### src/hdl/clk_tree_pkg.sv
package clk_tree_pkg;
  // ==========================================================
  // register offsets
  localparam logic [7:0] ADDR_ROOT_SEL    = 8'h04;
  localparam logic [7:0] ADDR_DAC_COARSE  = 8'h0B;
  localparam logic [7:0] ADDR_DAC_FINE    = 8'h0C;
  localparam logic [7:0] ADDR_DAC_OSR_HI  = 8'h0D;
  localparam logic [7:0] ADDR_DAC_OSR_LO  = 8'h0E;
  localparam logic [7:0] ADDR_ADC_COARSE  = 8'h12;
  localparam logic [7:0] ADDR_ADC_FINE    = 8'h13;
  localparam logic [7:0] ADDR_ADC_OSR     = 8'h14;
  localparam logic [7:0] ADDR_CLKOUT_SEL  = 8'h19;
  localparam logic [7:0] ADDR_CLKOUT_DIV  = 8'h1A;
  localparam logic [7:0] ADDR_IFACE_CTRL  = 8'h1B;
  localparam logic [7:0] ADDR_BCLK_SEL    = 8'h1D;
  localparam logic [7:0] ADDR_BCLK_DIV    = 8'h1E;
  localparam logic [7:0] ADDR_ADC_STATUS  = 8'h24;
  localparam logic [7:0] ADDR_DAC_STATUS  = 8'h25;
  // ==========================================================
  // field positions
  localparam int POWER_BIT       = 7;
  localparam int BCLK_DRIVE_BIT  = 3;
  localparam int ADC_FLAG_BIT    = 6;
  localparam int DAC_LEFT_BIT    = 7;
  localparam int DAC_RIGHT_BIT   = 3;
  localparam logic [1:0] ROOT_SEL_PLL = 2'h3;
  // ==========================================================
  // reset values
  localparam logic [7:0] RST_ZERO    = 8'h00;
  localparam logic [7:0] RST_DIV_ONE = 8'h01;
  localparam logic [7:0] RST_OSR_LO  = 8'h80;
  // ==========================================================
  // timing: modulator ticks spent in channel shutdown
  localparam logic [7:0] SHUTDOWN_MOD_TICKS = 8'h20;

  // zero field selects the largest ratio
  function automatic logic [10:0] div_ratio(input logic [9:0] field,
                                            input logic [10:0] span);
    div_ratio = (field == 10'h000) ? span : {1'b0, field};
  endfunction
endpackage

### src/hdl/clock_divider.sv
`timescale 1ns/1ps
module clock_divider #(
  parameter int W = 7
) (
  input  wire logic         clk,       // system clock
  input  wire logic         rst,       // sync reset
  input  wire logic         src_level, // source clock level
  input  wire logic         power,     // divider power bit
  input  wire logic [W-1:0] ratio,     // ratio field, 0 = 2**W
  output logic              run,       // divider running
  output logic              level,     // divided clock level
  output logic              tick       // one pulse per output rise
);
  typedef struct packed {
    logic         prev;
    logic [W-1:0] count;
    logic         run;
    logic         level;
    logic         tick;
  } div_state_t;

  div_state_t st;
  div_state_t next_st;
  logic [10:0] n;
  logic [10:0] half;

  always_comb begin
    n = clk_tree_pkg::div_ratio(10'(ratio), 11'(1 << W));
    half = (n + 11'h001) >> 1;
    next_st = st;
    next_st.prev = src_level;
    if (src_level && !st.prev) begin
      // power only takes effect at a period boundary
      if (st.count == '0) begin
        next_st.run = power;
      end
      if (next_st.run) begin
        next_st.count = (11'(st.count) + 11'h001 >= n) ? '0
                        : W'(st.count + 1'b1);
      end else begin
        next_st.count = '0;
      end
      next_st.level = next_st.run && (11'(st.count) < half);
    end
    if (n == 11'h001) begin
      next_st.level = next_st.run && src_level;
    end
    next_st.tick = next_st.level && !st.level;
  end

  always_ff @(posedge clk) begin
    if (rst) begin
      st <= '0;
    end else begin
      st <= next_st;
    end
  end

  assign run   = st.run;
  assign level = st.level;
  assign tick  = st.tick;

  // ==========================================================
  // checks
  a_div_static: assert property (@(posedge clk) disable iff (rst)
    !run |=> !level || run)
    else $error("stopped divider drives a clock");
  a_div_clean_stop: assert property (@(posedge clk) disable iff (rst)
    $fell(run) |-> !$past(level))
    else $error("divider stopped in high phase");
endmodule // clock_divider

### src/hdl/channel_power_seq.sv
`timescale 1ns/1ps
module channel_power_seq (
  input  wire logic clk,      // system clock
  input  wire logic rst,      // sync reset
  input  wire logic chan_on,  // channel power request
  input  wire logic mod_tick, // modulator clock rise
  output logic      flag      // 1 = channel powered
);
  typedef enum logic [2:0] {
    CH_OFF   = 3'b001,
    CH_ON    = 3'b010,
    CH_DRAIN = 3'b100
  } ch_state_t;

  typedef struct packed {
    ch_state_t  state;
    logic [7:0] count;
  } seq_state_t;

  seq_state_t st;
  seq_state_t next_st;

  always_comb begin
    next_st = st;
    unique case (st.state)
      CH_OFF: begin
        if (chan_on && mod_tick) begin
          next_st.state = CH_ON;
        end
      end
      CH_ON: begin
        if (!chan_on) begin
          next_st.state = CH_DRAIN;
          next_st.count = '0;
        end
      end
      CH_DRAIN: begin
        // shutdown advances only on modulator ticks
        if (chan_on) begin
          next_st.state = CH_ON;
        end else if (mod_tick) begin
          next_st.count = st.count + 8'h01;
          if (st.count + 8'h01 == clk_tree_pkg::SHUTDOWN_MOD_TICKS) begin
            next_st.state = CH_OFF;
          end
        end
      end
      default: next_st.state = CH_OFF;
    endcase
  end

  always_ff @(posedge clk) begin
    if (rst) begin
      st <= '{state: CH_OFF, count: 8'h00};
    end else begin
      st <= next_st;
    end
  end

  assign flag = (st.state != CH_OFF);

  // ==========================================================
  // checks
  a_flag_holds: assert property (@(posedge clk) disable iff (rst)
    flag && !chan_on && !mod_tick |=> flag)
    else $error("power flag dropped without modulator clock");
  a_flag_rise: assert property (@(posedge clk) disable iff (rst)
    $rose(flag) |-> $past(chan_on) && $past(mod_tick))
    else $error("power flag rose without request");
  c_shutdown_done: cover property (@(posedge clk) disable iff (rst)
    $fell(flag));
endmodule // channel_power_seq

### src/hdl/codec_clock_tree.sv
`timescale 1ns/1ps
module codec_clock_tree (
  input  wire logic       clk,            // system clock, 250 MHz
  input  wire logic       rst,            // sync reset, active high
  input  wire logic [7:0] reg_addr,       // register address
  input  wire logic       reg_wr,         // register write strobe
  input  wire logic       reg_rd,         // register read strobe
  input  wire logic [7:0] reg_wdata,      // register write data
  output logic      [7:0] reg_rdata,      // read data, next cycle
  input  wire logic       mclk_pin,       // master clock pin level
  input  wire logic       bclk_pin_in,    // bit clock pin level
  input  wire logic       general_pin_one_pin_in,   // general pin one level
  input  wire logic       pll_clk,        // PLL output level
  input  wire logic       dac_left_on,    // left DAC channel power
  input  wire logic       dac_right_on,   // right DAC channel power
  input  wire logic       adc_on,         // ADC channel power
  input  wire logic       clkout_to_dout, // clock out on data-out pin
  output logic            bclk_pin_out,   // bit clock pin drive
  output logic            bclk_pin_oe,    // bit clock pin enable
  output logic            general_pin_one_pin_out,  // general pin one drive
  output logic            general_pin_one_pin_oe,   // general pin one enable
  output logic            dout_pin_out,   // data-out pin clock drive
  output logic            dout_pin_oe,    // data-out pin clock enable
  output logic            dac_modulator_clock,    // DAC modulator clock
  output logic            adc_modulator_clock,    // ADC modulator clock
  output logic            dac_fs_tick,    // DAC sample pulse
  output logic            adc_fs_tick     // ADC sample pulse
);
  // ==========================================================
  // register state
  typedef struct packed {
    logic [7:0] root_sel;
    logic [7:0] dac_n;
    logic [7:0] dac_m;
    logic [7:0] dac_oversample_high_hi;
    logic [7:0] dac_oversample_high_lo;
    logic [7:0] adc_n;
    logic [7:0] adc_m;
    logic [7:0] adc_oversample;
    logic [7:0] cout_sel;
    logic [7:0] cout_div;
    logic [7:0] iface;
    logic [7:0] bclk_sel;
    logic [7:0] bclk_div;
    logic [7:0] rdata;
  } tree_state_t;

  tree_state_t st;
  tree_state_t next_st;

  logic       root_level;
  logic       dac_clk;
  logic       dac_clk_tick;
  logic       dac_mod_tick;
  logic       dac_n_run;
  logic       dac_m_run;
  logic       adc_n_level;
  logic       adc_m_level;
  logic       adc_m_tick;
  logic       adc_n_run;
  logic       adc_m_run;
  logic       adc_clk;
  logic       adc_mod_tick;
  logic       bclk_level;
  logic       cout_level;
  logic       cout_run;
  logic       bclk_run;
  logic       dac_left_flag;
  logic       dac_right_flag;
  logic       adc_flag;
  logic [7:0] src_levels;
  logic [9:0] dac_oversample_high;

  // ==========================================================
  // register file
  always_comb begin
    next_st = st;
    if (reg_wr) begin
      unique case (reg_addr)
        clk_tree_pkg::ADDR_ROOT_SEL:   next_st.root_sel = reg_wdata;
        clk_tree_pkg::ADDR_DAC_COARSE: next_st.dac_n = reg_wdata;
        clk_tree_pkg::ADDR_DAC_FINE:   next_st.dac_m = reg_wdata;
        clk_tree_pkg::ADDR_DAC_OSR_HI: next_st.dac_oversample_high_hi = reg_wdata;
        clk_tree_pkg::ADDR_DAC_OSR_LO: next_st.dac_oversample_high_lo = reg_wdata;
        clk_tree_pkg::ADDR_ADC_COARSE: next_st.adc_n = reg_wdata;
        clk_tree_pkg::ADDR_ADC_FINE:   next_st.adc_m = reg_wdata;
        clk_tree_pkg::ADDR_ADC_OSR:    next_st.adc_oversample = reg_wdata;
        clk_tree_pkg::ADDR_CLKOUT_SEL: next_st.cout_sel = reg_wdata;
        clk_tree_pkg::ADDR_CLKOUT_DIV: next_st.cout_div = reg_wdata;
        clk_tree_pkg::ADDR_IFACE_CTRL: next_st.iface = reg_wdata;
        clk_tree_pkg::ADDR_BCLK_SEL:   next_st.bclk_sel = reg_wdata;
        clk_tree_pkg::ADDR_BCLK_DIV:   next_st.bclk_div = reg_wdata;
        default: ;
      endcase
    end
    if (reg_rd) begin
      unique case (reg_addr)
        clk_tree_pkg::ADDR_ROOT_SEL:   next_st.rdata = st.root_sel;
        clk_tree_pkg::ADDR_DAC_COARSE: next_st.rdata = st.dac_n;
        clk_tree_pkg::ADDR_DAC_FINE:   next_st.rdata = st.dac_m;
        clk_tree_pkg::ADDR_DAC_OSR_HI: next_st.rdata = st.dac_oversample_high_hi;
        clk_tree_pkg::ADDR_DAC_OSR_LO: next_st.rdata = st.dac_oversample_high_lo;
        clk_tree_pkg::ADDR_ADC_COARSE: next_st.rdata = st.adc_n;
        clk_tree_pkg::ADDR_ADC_FINE:   next_st.rdata = st.adc_m;
        clk_tree_pkg::ADDR_ADC_OSR:    next_st.rdata = st.adc_oversample;
        clk_tree_pkg::ADDR_CLKOUT_SEL: next_st.rdata = st.cout_sel;
        clk_tree_pkg::ADDR_CLKOUT_DIV: next_st.rdata = st.cout_div;
        clk_tree_pkg::ADDR_IFACE_CTRL: next_st.rdata = st.iface;
        clk_tree_pkg::ADDR_BCLK_SEL:   next_st.rdata = st.bclk_sel;
        clk_tree_pkg::ADDR_BCLK_DIV:   next_st.rdata = st.bclk_div;
        clk_tree_pkg::ADDR_ADC_STATUS: begin
          next_st.rdata = 8'h00;
          next_st.rdata[clk_tree_pkg::ADC_FLAG_BIT] = adc_flag;
        end
        clk_tree_pkg::ADDR_DAC_STATUS: begin
          next_st.rdata = 8'h00;
          next_st.rdata[clk_tree_pkg::DAC_LEFT_BIT] = dac_left_flag;
          next_st.rdata[clk_tree_pkg::DAC_RIGHT_BIT] = dac_right_flag;
        end
        default: next_st.rdata = 8'h00;
      endcase
    end
  end

  always_ff @(posedge clk) begin
    if (rst) begin
      st <= '{root_sel: clk_tree_pkg::RST_ZERO,
              dac_n:    clk_tree_pkg::RST_DIV_ONE,
              dac_m:    clk_tree_pkg::RST_DIV_ONE,
              dac_oversample_high_hi:  clk_tree_pkg::RST_ZERO,
              dac_oversample_high_lo:  clk_tree_pkg::RST_OSR_LO,
              adc_n:    clk_tree_pkg::RST_DIV_ONE,
              adc_m:    clk_tree_pkg::RST_DIV_ONE,
              adc_oversample:     clk_tree_pkg::RST_OSR_LO,
              cout_sel: clk_tree_pkg::RST_ZERO,
              cout_div: clk_tree_pkg::RST_DIV_ONE,
              iface:    clk_tree_pkg::RST_ZERO,
              bclk_sel: clk_tree_pkg::RST_ZERO,
              bclk_div: clk_tree_pkg::RST_DIV_ONE,
              rdata:    clk_tree_pkg::RST_ZERO};
    end else begin
      st <= next_st;
    end
  end

  assign reg_rdata = st.rdata;

  // ==========================================================
  // root clock and source map
  assign src_levels = {adc_modulator_clock, adc_clk, dac_modulator_clock, dac_clk,
                       pll_clk, general_pin_one_pin_in, bclk_pin_in, mclk_pin};
  assign root_level = src_levels[{1'b0, st.root_sel[1:0]}];
  assign dac_oversample_high       = {st.dac_oversample_high_hi[1:0], st.dac_oversample_high_lo};

  // ==========================================================
  // DAC chain: coarse, fine, oversampling
  clock_divider #(.W(7)) u_dac_coarse (
    .clk       (clk),
    .rst       (rst),
    .src_level (root_level),
    .power     (st.dac_n[clk_tree_pkg::POWER_BIT]),
    .ratio     (st.dac_n[6:0]),
    .run       (dac_n_run),
    .level     (dac_clk),
    .tick      (dac_clk_tick)
  );

  clock_divider #(.W(7)) u_dac_fine (
    .clk       (clk),
    .rst       (rst),
    .src_level (dac_clk),
    .power     (st.dac_m[clk_tree_pkg::POWER_BIT]),
    .ratio     (st.dac_m[6:0]),
    .run       (dac_m_run),
    .level     (dac_modulator_clock),
    .tick      (dac_mod_tick)
  );

  clock_divider #(.W(10)) u_dac_osr (
    .clk       (clk),
    .rst       (rst),
    .src_level (dac_modulator_clock),
    .power     (1'b1),
    .ratio     (dac_oversample_high),
    .run       (),
    .level     (),
    .tick      (dac_fs_tick)
  );

  // ==========================================================
  // ADC chain, falling back to DAC clocks when unpowered
  clock_divider #(.W(7)) u_adc_coarse (
    .clk       (clk),
    .rst       (rst),
    .src_level (root_level),
    .power     (st.adc_n[clk_tree_pkg::POWER_BIT]),
    .ratio     (st.adc_n[6:0]),
    .run       (adc_n_run),
    .level     (adc_n_level),
    .tick      ()
  );

  assign adc_clk = adc_n_run ? adc_n_level : dac_clk;

  clock_divider #(.W(7)) u_adc_fine (
    .clk       (clk),
    .rst       (rst),
    .src_level (adc_clk),
    .power     (st.adc_m[clk_tree_pkg::POWER_BIT]),
    .ratio     (st.adc_m[6:0]),
    .run       (adc_m_run),
    .level     (adc_m_level),
    .tick      (adc_m_tick)
  );

  // DAC dividers must stay on while they feed this path
  assign adc_modulator_clock  = adc_m_run ? adc_m_level : dac_modulator_clock;
  assign adc_mod_tick = adc_m_run ? adc_m_tick : dac_mod_tick;

  clock_divider #(.W(8)) u_adc_osr (
    .clk       (clk),
    .rst       (rst),
    .src_level (adc_modulator_clock),
    .power     (1'b1),
    .ratio     (st.adc_oversample),
    .run       (),
    .level     (),
    .tick      (adc_fs_tick)
  );

  // ==========================================================
  // bit clock and general clock outputs
  clock_divider #(.W(7)) u_bclk_div (
    .clk       (clk),
    .rst       (rst),
    .src_level (src_levels[{1'b1, st.bclk_sel[1:0]}]),
    .power     (st.iface[clk_tree_pkg::BCLK_DRIVE_BIT]),
    .ratio     (st.bclk_div[6:0]),
    .run       (bclk_run),
    .level     (bclk_level),
    .tick      ()
  );

  clock_divider #(.W(7)) u_clkout_div (
    .clk       (clk),
    .rst       (rst),
    .src_level (src_levels[st.cout_sel[2:0]]),
    .power     (st.cout_div[clk_tree_pkg::POWER_BIT]),
    .ratio     (st.cout_div[6:0]),
    .run       (cout_run),
    .level     (cout_level),
    .tick      ()
  );

  // keep driving until the divider has stopped low
  assign bclk_pin_oe   = st.iface[clk_tree_pkg::BCLK_DRIVE_BIT]
                         || bclk_run;
  assign bclk_pin_out  = bclk_level;
  assign general_pin_one_pin_oe  = cout_run && !clkout_to_dout;
  assign general_pin_one_pin_out = cout_level && !clkout_to_dout;
  assign dout_pin_oe   = cout_run && clkout_to_dout;
  assign dout_pin_out  = cout_level && clkout_to_dout;

  // ==========================================================
  // channel shutdown status
  channel_power_seq u_dac_left_seq (
    .clk      (clk),
    .rst      (rst),
    .chan_on  (dac_left_on),
    .mod_tick (dac_mod_tick),
    .flag     (dac_left_flag)
  );

  channel_power_seq u_dac_right_seq (
    .clk      (clk),
    .rst      (rst),
    .chan_on  (dac_right_on),
    .mod_tick (dac_mod_tick),
    .flag     (dac_right_flag)
  );

  channel_power_seq u_adc_seq (
    .clk      (clk),
    .rst      (rst),
    .chan_on  (adc_on),
    .mod_tick (adc_mod_tick),
    .flag     (adc_flag)
  );

  // ==========================================================
  // checks
  a_root_pll_pick: assert property (@(posedge clk) disable iff (rst)
    st.root_sel[1:0] == clk_tree_pkg::ROOT_SEL_PLL |-> root_level == pll_clk)
    else $error("root clock not taken from PLL");
  a_div_write: assert property (@(posedge clk) disable iff (rst)
    reg_wr && reg_addr == clk_tree_pkg::ADDR_DAC_COARSE
      |=> st.dac_n == $past(reg_wdata))
    else $error("coarse divider write lost power or ratio");
  a_status_read: assert property (@(posedge clk) disable iff (rst)
    reg_rd && reg_addr == clk_tree_pkg::ADDR_DAC_STATUS
      |=> reg_rdata[7] == $past(dac_left_flag)
          && reg_rdata[3] == $past(dac_right_flag))
    else $error("DAC status read wrong");
  a_adc_fallback: assert property (@(posedge clk) disable iff (rst)
    !adc_m_run |-> adc_modulator_clock == dac_modulator_clock)
    else $error("ADC modulator clock not from DAC");
  a_fs_from_mod: assert property (@(posedge clk) disable iff (rst)
    dac_fs_tick |-> $past(dac_mod_tick))
    else $error("DAC sample pulse without modulator edge");
  a_mod_from_coarse: assert property (@(posedge clk) disable iff (rst)
    dac_mod_tick |-> $past(dac_clk_tick) && dac_n_run)
    else $error("DAC modulator edge without coarse edge");
  a_bclk_quiet: assert property (@(posedge clk) disable iff (rst)
    !bclk_pin_oe ##1 !bclk_pin_oe |-> !bclk_pin_out)
    else $error("bit clock toggles while not driven");
  a_clkout_route: assert property (@(posedge clk) disable iff (rst)
    !(general_pin_one_pin_oe && dout_pin_oe) && (general_pin_one_pin_oe || !general_pin_one_pin_out)
      && (dout_pin_oe || !dout_pin_out))
    else $error("clock out driven on both pins");
  a_fine_quiet: assert property (@(posedge clk) disable iff (rst)
    !dac_m_run |-> !dac_modulator_clock && !dac_mod_tick)
    else $error("stopped fine divider drives a clock");
  c_dac_sample: cover property (@(posedge clk) disable iff (rst)
    dac_fs_tick);
  c_adc_sample: cover property (@(posedge clk) disable iff (rst)
    adc_fs_tick && !adc_n_run);
  c_bclk_out: cover property (@(posedge clk) disable iff (rst)
    bclk_pin_oe && $rose(bclk_pin_out));
endmodule // codec_clock_tree

### config.mk
export PLATFORM = sky130hd
export DESIGN_NAME = codec_clock_tree
export DESIGN_NICKNAME = d
export VERILOG_FILES = /design/src/hdl/clk_tree_pkg.sv /design/src/hdl/clock_divider.sv /design/src/hdl/channel_power_seq.sv /design/src/hdl/codec_clock_tree.sv
export SDC_FILE = /design/constraint.sdc
export NUM_CORES = 1
export LEC_CHECK = 0
export ABC_AREA = 1
export BUFFER_PORTS_ARGS = -buffer_cell sky130_fd_sc_hd__buf_4
export CORE_AREA = 10 10 210 212
export DETAILED_ROUTE_END_ITERATION = 12
export DIE_AREA = 0 0 220 222
export SLEW_MARGIN = 15
export SYNTH_ARGS = -nofsm -noshare
export SYNTH_HDL_FRONTEND = slang
export SYNTH_SLANG_ARGS = --single-unit
### constraint.sdc
create_clock -name clk -period 5.5 [get_ports clk]
set_clock_uncertainty 0.15 [all_clocks]
set_input_delay 1.1 -clock clk [delete_from_list [all_inputs] [get_ports clk]]
set_output_delay 1.1 -clock clk [all_outputs]
set_load 0.05 [all_outputs]
**After elaboration in Yosys (flattened, before gate mapping)**

Index checks and enable logic that the tools add are counted.

- Bits in registers: 232
- Input port bits: 28
- Output and inout port bits: 18
- Logic and storage cells: 336

- Add/subtract/negate cells: 27
- Order comparisons: 19
- Equality and inequality tests: 56
- Muxes and demuxes: 90
- Reductions and logical operators: 89

Operators with widths:

| kind | count |
|---|---|
| $pmux W8 S15 | 1 |
| $add A11 B1 Y11 const B | 8 |
| $eq A11 B1 Y1 const B | 8 |
| $ge A11 B11 Y1 | 8 |
| $mux W8 | 11 |
| $logic_not A7 Y1 | 12 |
| $mux W7 | 12 |
| $mux W11 | 7 |
| $eq A8 B5 Y1 const B | 8 |
| $lt A7 B10 Y1 | 6 |
| $add A7 B1 Y8 const B | 6 |
| $pmux W8 S2 | 3 |
| $add A7 B1 Y7 const B | 6 |
| $eq A8 B6 Y1 const B | 5 |
| $logic_and A1 B1 Y1 | 34 |
| $add A8 B1 Y8 const B | 4 |
| $eq A8 B4 Y1 const B | 4 |
| $mux W1 | 30 |
| $mux W3 | 9 |
| $pmux W3 S3 | 3 |
| $reduce_and A2 Y1 | 13 |
| $reduce_and A4 Y1 | 6 |
| $logic_not A10 Y1 | 2 |
| $mux W10 | 2 |
| other kinds (24) | 73 |

**Longest topological paths before layout**

Gate-level depths: netlist of run 1.

- Word-level depth: 9
- Mapped depth: 17

**Hierarchy**

A second synthesis of run 1 with hierarchy kept.

- Cell total of the unflattened synthesis: 2,642
- Area, all modules: 17,439.2 um^2

Modules (own cells, without submodules):

| module | instances | cells an instance | area an instance (um^2) | sequential area each (um^2) |
|---|---|---|---|---|
| codec_clock_tree | 1 | 820 | 5,520.3 | 2,242.2 |
| clock_divider (u_adc_fine ...) | 4 | 182 | 1,196.1 | 220.2 |
| channel_power_seq | 3 | 101 | 668.1 | 220.2 |
| clock_divider (u_dac_osr) | 1 | 227 | 1,510.2 | 280.3 |
| clock_divider (u_adc_osr) | 1 | 219 | 1,362.6 | 240.2 |
| clock_divider (u_adc_coarse) | 1 | 182 | 1,171.1 | 220.2 |
| clock_divider (u_dac_fine) | 1 | 163 | 1,086.0 | 220.2 |

**Worst setup path after synthesis of run 1**

Ideal clock, no wire load.

- Path kind: in2out
- Start: input port clkout_to_dout
- End: output port general_pin_one_pin_oe
- Data arrival time: 1,754 ps
- Required time: 4,250 ps
- Slack: 2,496 ps
- Stages on the path: 1
- Buffers on the path: 0
- Path through: nor2_1

- Longest elaborated chain between the ends: 2

Ends and longest elaborated chain:

| element | RTL line | text |
|---|---|---|
| from (decl) | codec_clock_tree.sv:17 | `input wire logic clkout_to_dout,` |
| $logic_not A1 Y1 | codec_clock_tree.sv:259 | `assign general_pin_one_pin_oe = cout_run && !clkout_to_dout;` |
| $logic_and A1 B1 Y1 | codec_clock_tree.sv:259 |  |
| to (decl) | codec_clock_tree.sv:21 | `output logic general_pin_one_pin_oe,` |

No other way between the ends.

**Worst setup path in the final report of run 1**

- Start: register u_dac_fine.st, in the netlist u_dac_fine.level
- End: output port adc_modulator_clock

- Longest elaborated chain between the ends: 1

Ends and longest elaborated chain:

| element | RTL line | text |
|---|---|---|
| from (decl) | clock_divider.sv:22 | `div_state_t st;` |
| from (signal assigned) | clock_divider.sv:55 | `st <= next_st;` |
| $mux W1 | codec_clock_tree.sv:217 | `assign adc_modulator_clock = adc_m_run ? adc_m_level : dac_modulator_clock;` |
| to (decl) | codec_clock_tree.sv:25 | `output logic adc_modulator_clock,` |

No other way between the ends.

==> flow_metrics.tcl, run 1 <==
set metrics [dict create \
    status "completed" \
    p_per_area_nw_per_um2 237 \
    timing_worst_slew_pin_value_ns 0.953 \
    nets 2470 \
    grt_max_degree 101 \
    timing_hold_violations_final 0 \
    detailroute.via_count 14811 \
    power.total_w 0.00414 \
    cell_area_synth_sq_um 15700 \
    grt_pass1_wl_microns 72400 \
    grt_antenna_before_repair 0 \
    die_area_sq_um 48800 \
    timing.final.ws_setup_ns 2.06 \
    crit_type "reg -> out" \
    combinationalPowerShare 0.068 \
    swShare 0.242 \
    die_height_microns 222 \
    via_count_of_the_first_global_routing_pass 13863 \
    cts_max_path_buffers 3 \
    total_switching_power_w 0.00100 \
    final.setup.tns_ns 0 \
    grt-ovfl-total 0 \
    initial_utilization 0.397 \
    cts_sinks 232 \
    netlist-cell-type-count 49 \
    floorplan.core_area_sq_um 39600 \
    cts.clk_slew.worst_paths_ns 0.06 \
    post_drt_antenna_nets 0 \
    ios 46 \
    critPathCaptureType "output pin" \
    clkPwrFrac 0.518 \
    start_kind "register" \
    vdd_drop_max_uv 263 \
    max_cap_violations 0 \
    finalSetupViolations 0 \
    critPathArrivalTime_ns 2.19 \
    gp_congestion 0.916 \
    maxSlewViolCount 0 \
    route.detailed.drc 0 \
    drt_wl_total_microns 45200 \
    crit_path_max_fanout 7 \
    power.sequential.fraction 0.414 \
    final_layout_size_suffix_gt1_frac 0.0678 \
    setup_repair_after_global_routing_missed_its_margin "false" \
    power_leakage_nw 7.46 \
    syn_warnings 0 \
    wire_per_inst_microns 16.0 \
    register_bit_count_reported_by_yosys 232 \
    cp.required_ns 4.25 \
    cts_setup_buffers 0 \
    clock_latency_ns 0.57 \
    cell_internal_pwr_w 0.00314 \
    placement_rows 73 \
    root_buffer "clkbuf_16" \
    maxClockFrequency_mhz 291 \
    cts_tree "yes" \
    clock_tree.htree_level_count 1 \
    detailedPlace.worstSlack_ns 2.35 \
    syn2layout_area_growth_pct 11.1 \
    first_pass_iters 6 \
    slew_headroom 0.364 \
    min_period_ns 3.44 \
    avgSynthCellArea_sq_um 6.95 \
    fin_crit_sh 0.626 \
    gr-usage-all-layers 0.179 \
    cts_inserted_buffers 29 \
    synth.yosys.seq_area_share 0.295 \
    synthesis.instances 2262 \
    post_drt_via_cell_ratio 5.24 \
    portBuffers 45 \
    hpwlAfterDp_microns 33800 \
    post_cts_hold_buffer_count 0 \
    holdCritPathClass "reg -> reg" \
    n_antenna_cell 0 \
    initialDrtViolationCount 1094 \
    die_w_microns 220 \
    number_of_nets_in_the_synthesized_netlist 2453 \
    ctsResizeCount 0 \
]
-- critical path, stage by stage (launching register included) --
cell	delay, ns
dfxtp_1	0.47
o21ai_1	0.81
inv_1	0.11
buf_4	0.23
-- per-layer routing --
layer / global-route usage / wire (microns)
met4: 0.0491 / 1180
met1: 0.235 / 20900
met2: 0.299 / 21100
met3: 0.0258 / 2080
met5: 0 / 0
-- power groups by stage --
stage	logic, W	clock network (W)	registers [W]
CTS	0.000279	0.00218	0.00171
floorplan	0.000182	0	0.00175
finish	0.000281	0.00215	0.00171
detailed placement	0.000278	0	0.00175
global route	0.000312	0.00226	0.00172
global placement	0.000267	0	0.00175
-- cells by family after synthesis --
kind of cell,synth area share
simple gates,0.280
compound gates,0.163
buf+inv,0.0892
flops,0.295
fa+ha+maj,0.130
xor+xnor,0.0429
-- per-stage QoR --
stage,area [sq um],cells,util,hold WS (ns)
2_1_floorplan,15700,2262,-,0.241
3_3_place_gp,16400,2773,0.414,0.250
3_5_place_dp,16400,2773,0.414,0.256
4_1_cts,17500,2826,0.441,0.264
5_1_grt,17500,2826,0.441,0.283
6_report,17500,2826,0.441,0.262
-- flip-flops by register name (all words and copies together), names as in the netlist, 9 cells and up --
name	cells
u_adc_osr.st	9
dac_oversample_high	10
u_adc_seq.st	11
u_dac_right_seq.st	11
st	94
u_dac_left_seq.st	11
u_dac_osr.st	11
-- placed cells by master, fill, tap and decap left out, types with 2 or more instances in the layout --
| cell type | n |
|---|---|
| a21boi_0 | 11 |
| a21oi_1 | 264 |
| a21oi_2 | 7 |
| buf_4 | 47 |
| bufinv_16 | 7 |
| clkbuf_1 | 3 |
| clkbuf_16 | 29 |
| clkbuf_8 | 5 |
| clkinv_1 | 7 |
| clkinv_2 | 6 |
| clkinv_4 | 2 |
| dfxtp_1 | 232 |
| ha_1 | 163 |
| inv_1 | 268 |
| inv_2 | 7 |
| nand2_1 | 425 |
| nand2_2 | 8 |
| nand2_4 | 3 |
| nand3_1 | 209 |
| nand3_2 | 3 |
| nand3b_1 | 10 |
| nand4_1 | 60 |
| nor2_1 | 168 |
| nor2_2 | 3 |
| nor2_4 | 14 |
| nor2_8 | 3 |
| nor3_1 | 42 |
| nor3b_1 | 4 |
| o2111ai_1 | 3 |
| o211ai_1 | 10 |
| o21a_1 | 4 |
| o21ai_0 | 158 |
| o21ai_1 | 12 |
| o21bai_1 | 3 |
| o31a_1 | 5 |
| o31ai_1 | 2 |
| or2_2 | 4 |
| xnor2_1 | 14 |
| xor2_1 | 63 |
-- synthesized netlist by cell type, drive strengths merged --
master | number | area share
o31ai | 2 | 0.00095
o31a | 5 | 0.0028
xor2 | 63 | 0.035
clkbuf | 28 | 0.0067
dfxtp | 232 | 0.30
o22ai | 1 | 0.00040
nand3 | 213 | 0.070
inv | 275 | 0.066
o21a | 4 | 0.0019
nand2 | 436 | 0.11
nor2 | 188 | 0.055
o21bai | 3 | 0.0014
nor3 | 43 | 0.014
o2111ai | 3 | 0.0017
a21boi | 11 | 0.0052
ha | 163 | 0.13
a31o | 1 | 0.00056
clkinv | 9 | 0.0022
xnor2 | 14 | 0.0078
nand3b | 10 | 0.0048
nand4 | 61 | 0.025
a21o | 1 | 0.00048
buf | 33 | 0.014
or2 | 5 | 0.0020
o21ai | 170 | 0.054
nor4 | 1 | 0.00040
nor3b | 4 | 0.0019
a21oi | 271 | 0.088
a31oi | 1 | 0.00040
o211ai | 11 | 0.0056
-- worst paths after layout --
path | startpoint | to | slack (ns) | cells after the start
hold reg to reg | u_adc_osr.level | u_adc_osr.tick | 0.26 | 1
setup / recovery | u_dac_fine.level | adc_modulator_clock | 2.06 | 3
hold / removal | u_adc_osr.level | u_adc_osr.tick | 0.26 | 1
setup reg to reg | u_dac_osr.st[3] | u_dac_osr.st[9] | 2.38 | 13
-- layout make-up --
| class | instances | area, sq um |
|---|---|---|
| tap | 525 | 657 |
| timing repair buffer | 47 | 353 |
| inverter | 284 | 1070 |
| sequential | 232 | 4640 |
| clock inverter | 16 | 269 |
| clock buffer | 37 | 806 |
| multi-input combinational | 1685 | 9680 |
| fill | 4074 | 22200 |
Note: power is estimated with default switching activity, not from simulation.
==> run 2: changes to the inputs <==
Clock period 5.5 ns to 3.3 ns, I/O delays scaled along.
==> flow_metrics.tcl, run 2 (synthesis gave the netlist of run 1 again) <==
set metrics [dict create \
    first_pass_iters 5 \
    portBuffers 45 \
    layoutNonFillerInstCount 2830 \
    hpwlAfterDp_microns 33700 \
    grt_max_degree 98 \
    registers.top_by_ff_count "st" \
    ctsResizeCount 0 \
    via_count_of_the_first_global_routing_pass 14345 \
    n_antenna_cell 0 \
    drt_wl_total_microns 45100 \
    cts_sinks 232 \
    cp.required_ns 3.65 \
    cts.clk_slew.worst_paths_ns 0.06 \
    cts_max_path_buffers 3 \
    finish.utilization 0.442 \
    critPathArrivalTime_ns 3.20 \
    syn2layout_area_growth_pct 11.3 \
    die_height_microns 222 \
    cts_tree "yes" \
    status "completed" \
    die_area_sq_um 48800 \
    maxSlewViolCount 0 \
    initial_utilization 0.397 \
    timing_hold_violations_final 0 \
    number_of_flip_flops_under_the_largest_register_name 94 \
    place_area_sq_um 16500 \
    gp_congestion 0.893 \
    grt-ovfl-total 0 \
    fin_crit_sh 0.862 \
    crit_path_max_fanout 7 \
    clock_latency_ns 0.58 \
    layout.cells.most_common_list "nand2_1, inv_1, a21oi_1" \
    final_cell_area_sq_um 17500 \
    grt_pass1_wl_microns 73900 \
    post_cts_hold_buffer_count 0 \
    cts_inserted_buffers 28 \
    ios 46 \
    timing_worst_slew_pin_value_ns 0.639 \
    power_leakage_nw 7.47 \
    die_w_microns 220 \
    p_per_area_nw_per_um2 386 \
    initialDrtViolationCount 1260 \
    post_drt_antenna_nets 0 \
    cts_setup_buffers 0 \
    final_layout_size_suffix_gt1_frac 0.0685 \
    maxClockFrequency_mhz 351 \
    clock_tree.htree_level_count 1 \
    grt_antenna_before_repair 0 \
    gr-usage-all-layers 0.182 \
    crit_type "reg -> reg" \
    setup_repair_after_global_routing_missed_its_margin "false" \
    root_buffer "clkbuf_16" \
    slew_headroom 0.572 \
    nets 2476 \
    route.detailed.drc 0 \
    rr_worst_depth 12 \
    vdd_drop_max_uv 356 \
    final.setup.tns_ns 0 \
    finalHoldWorstSlack_ns 0.248 \
    min_period_ns 2.85 \
    start_kind "register" \
    wire_per_inst_microns 15.9 \
    max_cap_violations 0 \
    placement_rows 73 \
    critPathCaptureType "register" \
    layout.cells.most_common "nand2_1" \
    post_drt_via_cell_ratio 5.30 \
    finalSetupViolations 0 \
    placed_cells 2780 \
    detailroute.via_count 14993 \
    min_path_cells 3 \
    holdCritPathClass "in -> reg" \
    floorplan.core_area_sq_um 39600 \
]
[run 2: layout make-up]
type	instances	area (sq um)
inverters	284	1070
well taps	525	657
multi-input cells	1685	9680
fillers	4090	22100
clock buffers	39	802
repair buffers	54	430
flip-flops and latches	232	4640
clock inverters	11	221
[run 2: path summary, 6_finish.rpt]
path	from	endpoint	slack, ns
max	u_dac_fine.st[4]	u_dac_fine.st[4]	0.45
min	reg_rd	reg_rdata[1]	0.25
min reg2reg	u_adc_fine.level	u_adc_fine.tick	0.27
max reg2reg	u_dac_fine.st[4]	u_dac_fine.st[4]	0.45
[run 2: worst max-delay path, cell delays in order, from the launching register on]
cell	delay, ns
dfxtp_1	0.42
ha_1	0.22
nand3_1	0.12
nand3b_1	0.20
xor2_1	0.17
ha_1	0.34
a21oi_1	0.14
o21ai_0	0.12
a21oi_1	0.15
nand2_1	0.06
nor2_1	0.37
nand3_1	0.15
a21oi_1	0.16
[run 2: stage by stage]
stage | setup WS (ns) | power [W]
6_report | 0.454 | 0.00675
5_1_grt | 0.139 | 0.00700
4_1_cts | 0.490 | 0.00684
3_5_place_dp | 0.513 | 0.00338
3_3_place_gp | 0.535 | 0.00337
2_1_floorplan | 0.791 | 0.00322
[run 2: where the power goes]
part           internal, W  switching (W)  leakage, nW  total [W]
clock              0.00216        0.00129        0.494    0.00344
combinational     0.000137       0.000322         5.10   0.000459
sequential         0.00284      0.0000202         1.87    0.00286
total              0.00513        0.00163         7.47    0.00675
[run 2: per-layer routing]
metal | global-route usage | vias to the layer above | wire (microns)
met5 | 0 | - | 0
met4 | 0.0557 | 0 | 1250
met3 | 0.0261 | 70 | 2290
met2 | 0.304 | 336 | 21200
met1 | 0.235 | 6942 | 20300
li1 | - | 7645 | -
==> run 3: changes to the inputs <==
Settings changed: CORE_AREA 10 10 210 212 to 10 10 205 246, DIE_AREA 0 0 220 222 to 0 0 215 256.
==> flow_metrics.tcl, run 3 (synthesis gave the netlist of run 1 again) <==
set metrics [dict create \
    status "completed" \
    route.detailed.drc 0 \
    critPathArrivalTime_ns 3.20 \
    finalHoldWorstSlack_ns 0.242 \
    multi_input_area_sq_um 9680 \
    initialDrtViolationCount 1068 \
    die_area_sq_um 55000 \
    final_layout_size_suffix_gt1_frac 0.0700 \
    maxSlewViolCount 0 \
    detailroute.via_count 14980 \
    hpwlAfterDp_microns 34900 \
    portBuffers 45 \
    cp.required_ns 3.66 \
    cts.clk_slew.worst_paths_ns 0.06 \
    max_cap_violations 0 \
    placement_rows 86 \
    p_per_area_nw_per_um2 360 \
    setup_repair_after_global_routing_missed_its_margin "false" \
    number_of_flip_flops_under_the_largest_register_name 94 \
    root_buffer "clkbuf_16" \
    crit_chain "inv_1 -> ha_1 -> nand3_1 -> nand2_1 -> nor3_1 -> nand3_1 -> xor2_1 -> ha_1 -> nand2_1 -> o21ai_0 -> a21oi_1 -> nand3_1 -> nor2_1 -> nor2_1 -> a21oi_1" \
    n_fill_cell 4756 \
    timing_hold_violations_final 0 \
    initial_utilization 0.346 \
    wire_per_inst_microns 15.6 \
    cts_tree "yes" \
    ctsResizeCount 0 \
    post_drt_via_cell_ratio 5.11 \
    cts_inserted_buffers 28 \
    maxClockFrequency_mhz 351 \
    vdd_drop_max_uv 394 \
    post_cts_hold_buffer_count 0 \
    slew_headroom 0.572 \
    layout.cells.most_common "nand2_1" \
    via_count_of_the_first_global_routing_pass 14461 \
    power_leakage_nw 7.44 \
    cts_max_path_buffers 3 \
    grt_antenna_before_repair 1 \
    drt_wl_total_microns 45700 \
    holdCritPathClass "in -> reg" \
    clock_latency_ns 0.58 \
    first_pass_iters 5 \
    seq_area_sq_um 4640 \
    grt_pass1_wl_microns 74500 \
    syn2layout_area_growth_pct 11.5 \
    cp_common_cell "nand3_1" \
    die_w_microns 215 \
    start_kind "register" \
    crit_path_max_fanout 5 \
    layout.cells.most_common_list "nand2_1, inv_1, a21oi_1" \
    finalSetupViolations 0 \
    min_period_ns 2.85 \
    finish.utilization 0.385 \
    floorplan.core_area_sq_um 45500 \
    post_drt_antenna_nets 0 \
    timing_worst_slew_pin_value_ns 0.635 \
    grt_max_degree 47 \
    critical_path_cell_with_the_highest_stage_delay "dfxtp_1" \
    registers.top_by_ff_count "st" \
    slowest_delay_ns 0.42 \
    nets 2482 \
    die_height_microns 256 \
    cts_setup_buffers 0 \
    final.setup.tns_ns 0 \
    crit_type "reg -> reg" \
    fin_crit_sh 0.863 \
    ios 46 \
    critPathCaptureType "register" \
    gp_congestion 0.926 \
    gr-usage-all-layers 0.161 \
    clock_tree.htree_level_count 1 \
    cts_sinks 232 \
    grt-ovfl-total 0 \
]
run 3: cell types whose count changed in the layout (fill, tap and decap cells not counted), sizes merged:
| cell | before | now |
|---|---|---|
| buf | 54 | 60 |
| bufinv | 6 | 1 |
| clkbuf | 39 | 40 |
| clkinv | 11 | 17 |
| diode | 0 | 1 |
run 3: routing by layer:
metal / vias up / GRT usage / wire (microns)
li1: 7649 / - / -
met3: 94 / 0.0219 / 2210
met1: 6882 / 0.191 / 19400
met2: 355 / 0.285 / 22400
met4: 0 / 0.0676 / 1680
met5: - / 0 / 0
run 3: layout make-up:
class / count / share of cell area
sequential: 232 / 0.265
antenna: 1 / 0.000143
clock buffer: 40 / 0.0442
clock inverter: 12 / 0.00656
multi-input combinational: 1685 / 0.552
timing repair buffer: 60 / 0.0271
tap: 616 / 0.0439
inverter: 284 / 0.0610
run 3: critical path, delay by kind of cell (launching register included):
family	cells	cell delay (ns)
buffers and inverters	1	0.09
adder cells (fa/ha/maj)	2	0.48
AO/OA/AOI/OAI	3	0.33
AND/OR/NAND/NOR	8	1.11
XOR/XNOR	1	0.20
flip-flops	1	0.42
run 3: worst paths after layout:
kind,startpoint,to,slack (ns),cells after the start
worst max register to register,st[32],u_clkout_div.level,0.45,15
worst max-delay path,st[32],u_clkout_div.level,0.45,15
worst min register to register,u_adc_fine.level,u_adc_fine.tick,0.26,1
worst min-delay path,reg_rd,reg_rdata[4],0.24,3
run 3: stage by stage:
stage                     worst slack [ns]  cell area, sq um  power (W)  instances
after global routing                0.0819             17500    0.00656       2929
final                                0.453             17500    0.00632       2930
after detailed placement             0.467             16600    0.00338       2877
after CTS                            0.441             17500    0.00639       2929
after floorplan                      0.791             15700    0.00322       2262
after global placement               0.546             16600    0.00337       2877
run 3: power by group:
part	leakage (nW)	switching [W]	internal, W
Sequential	1.87	0.0000208	0.00284
Clock	0.434	0.00127	0.00172
Combinational	5.13	0.000326	0.000140
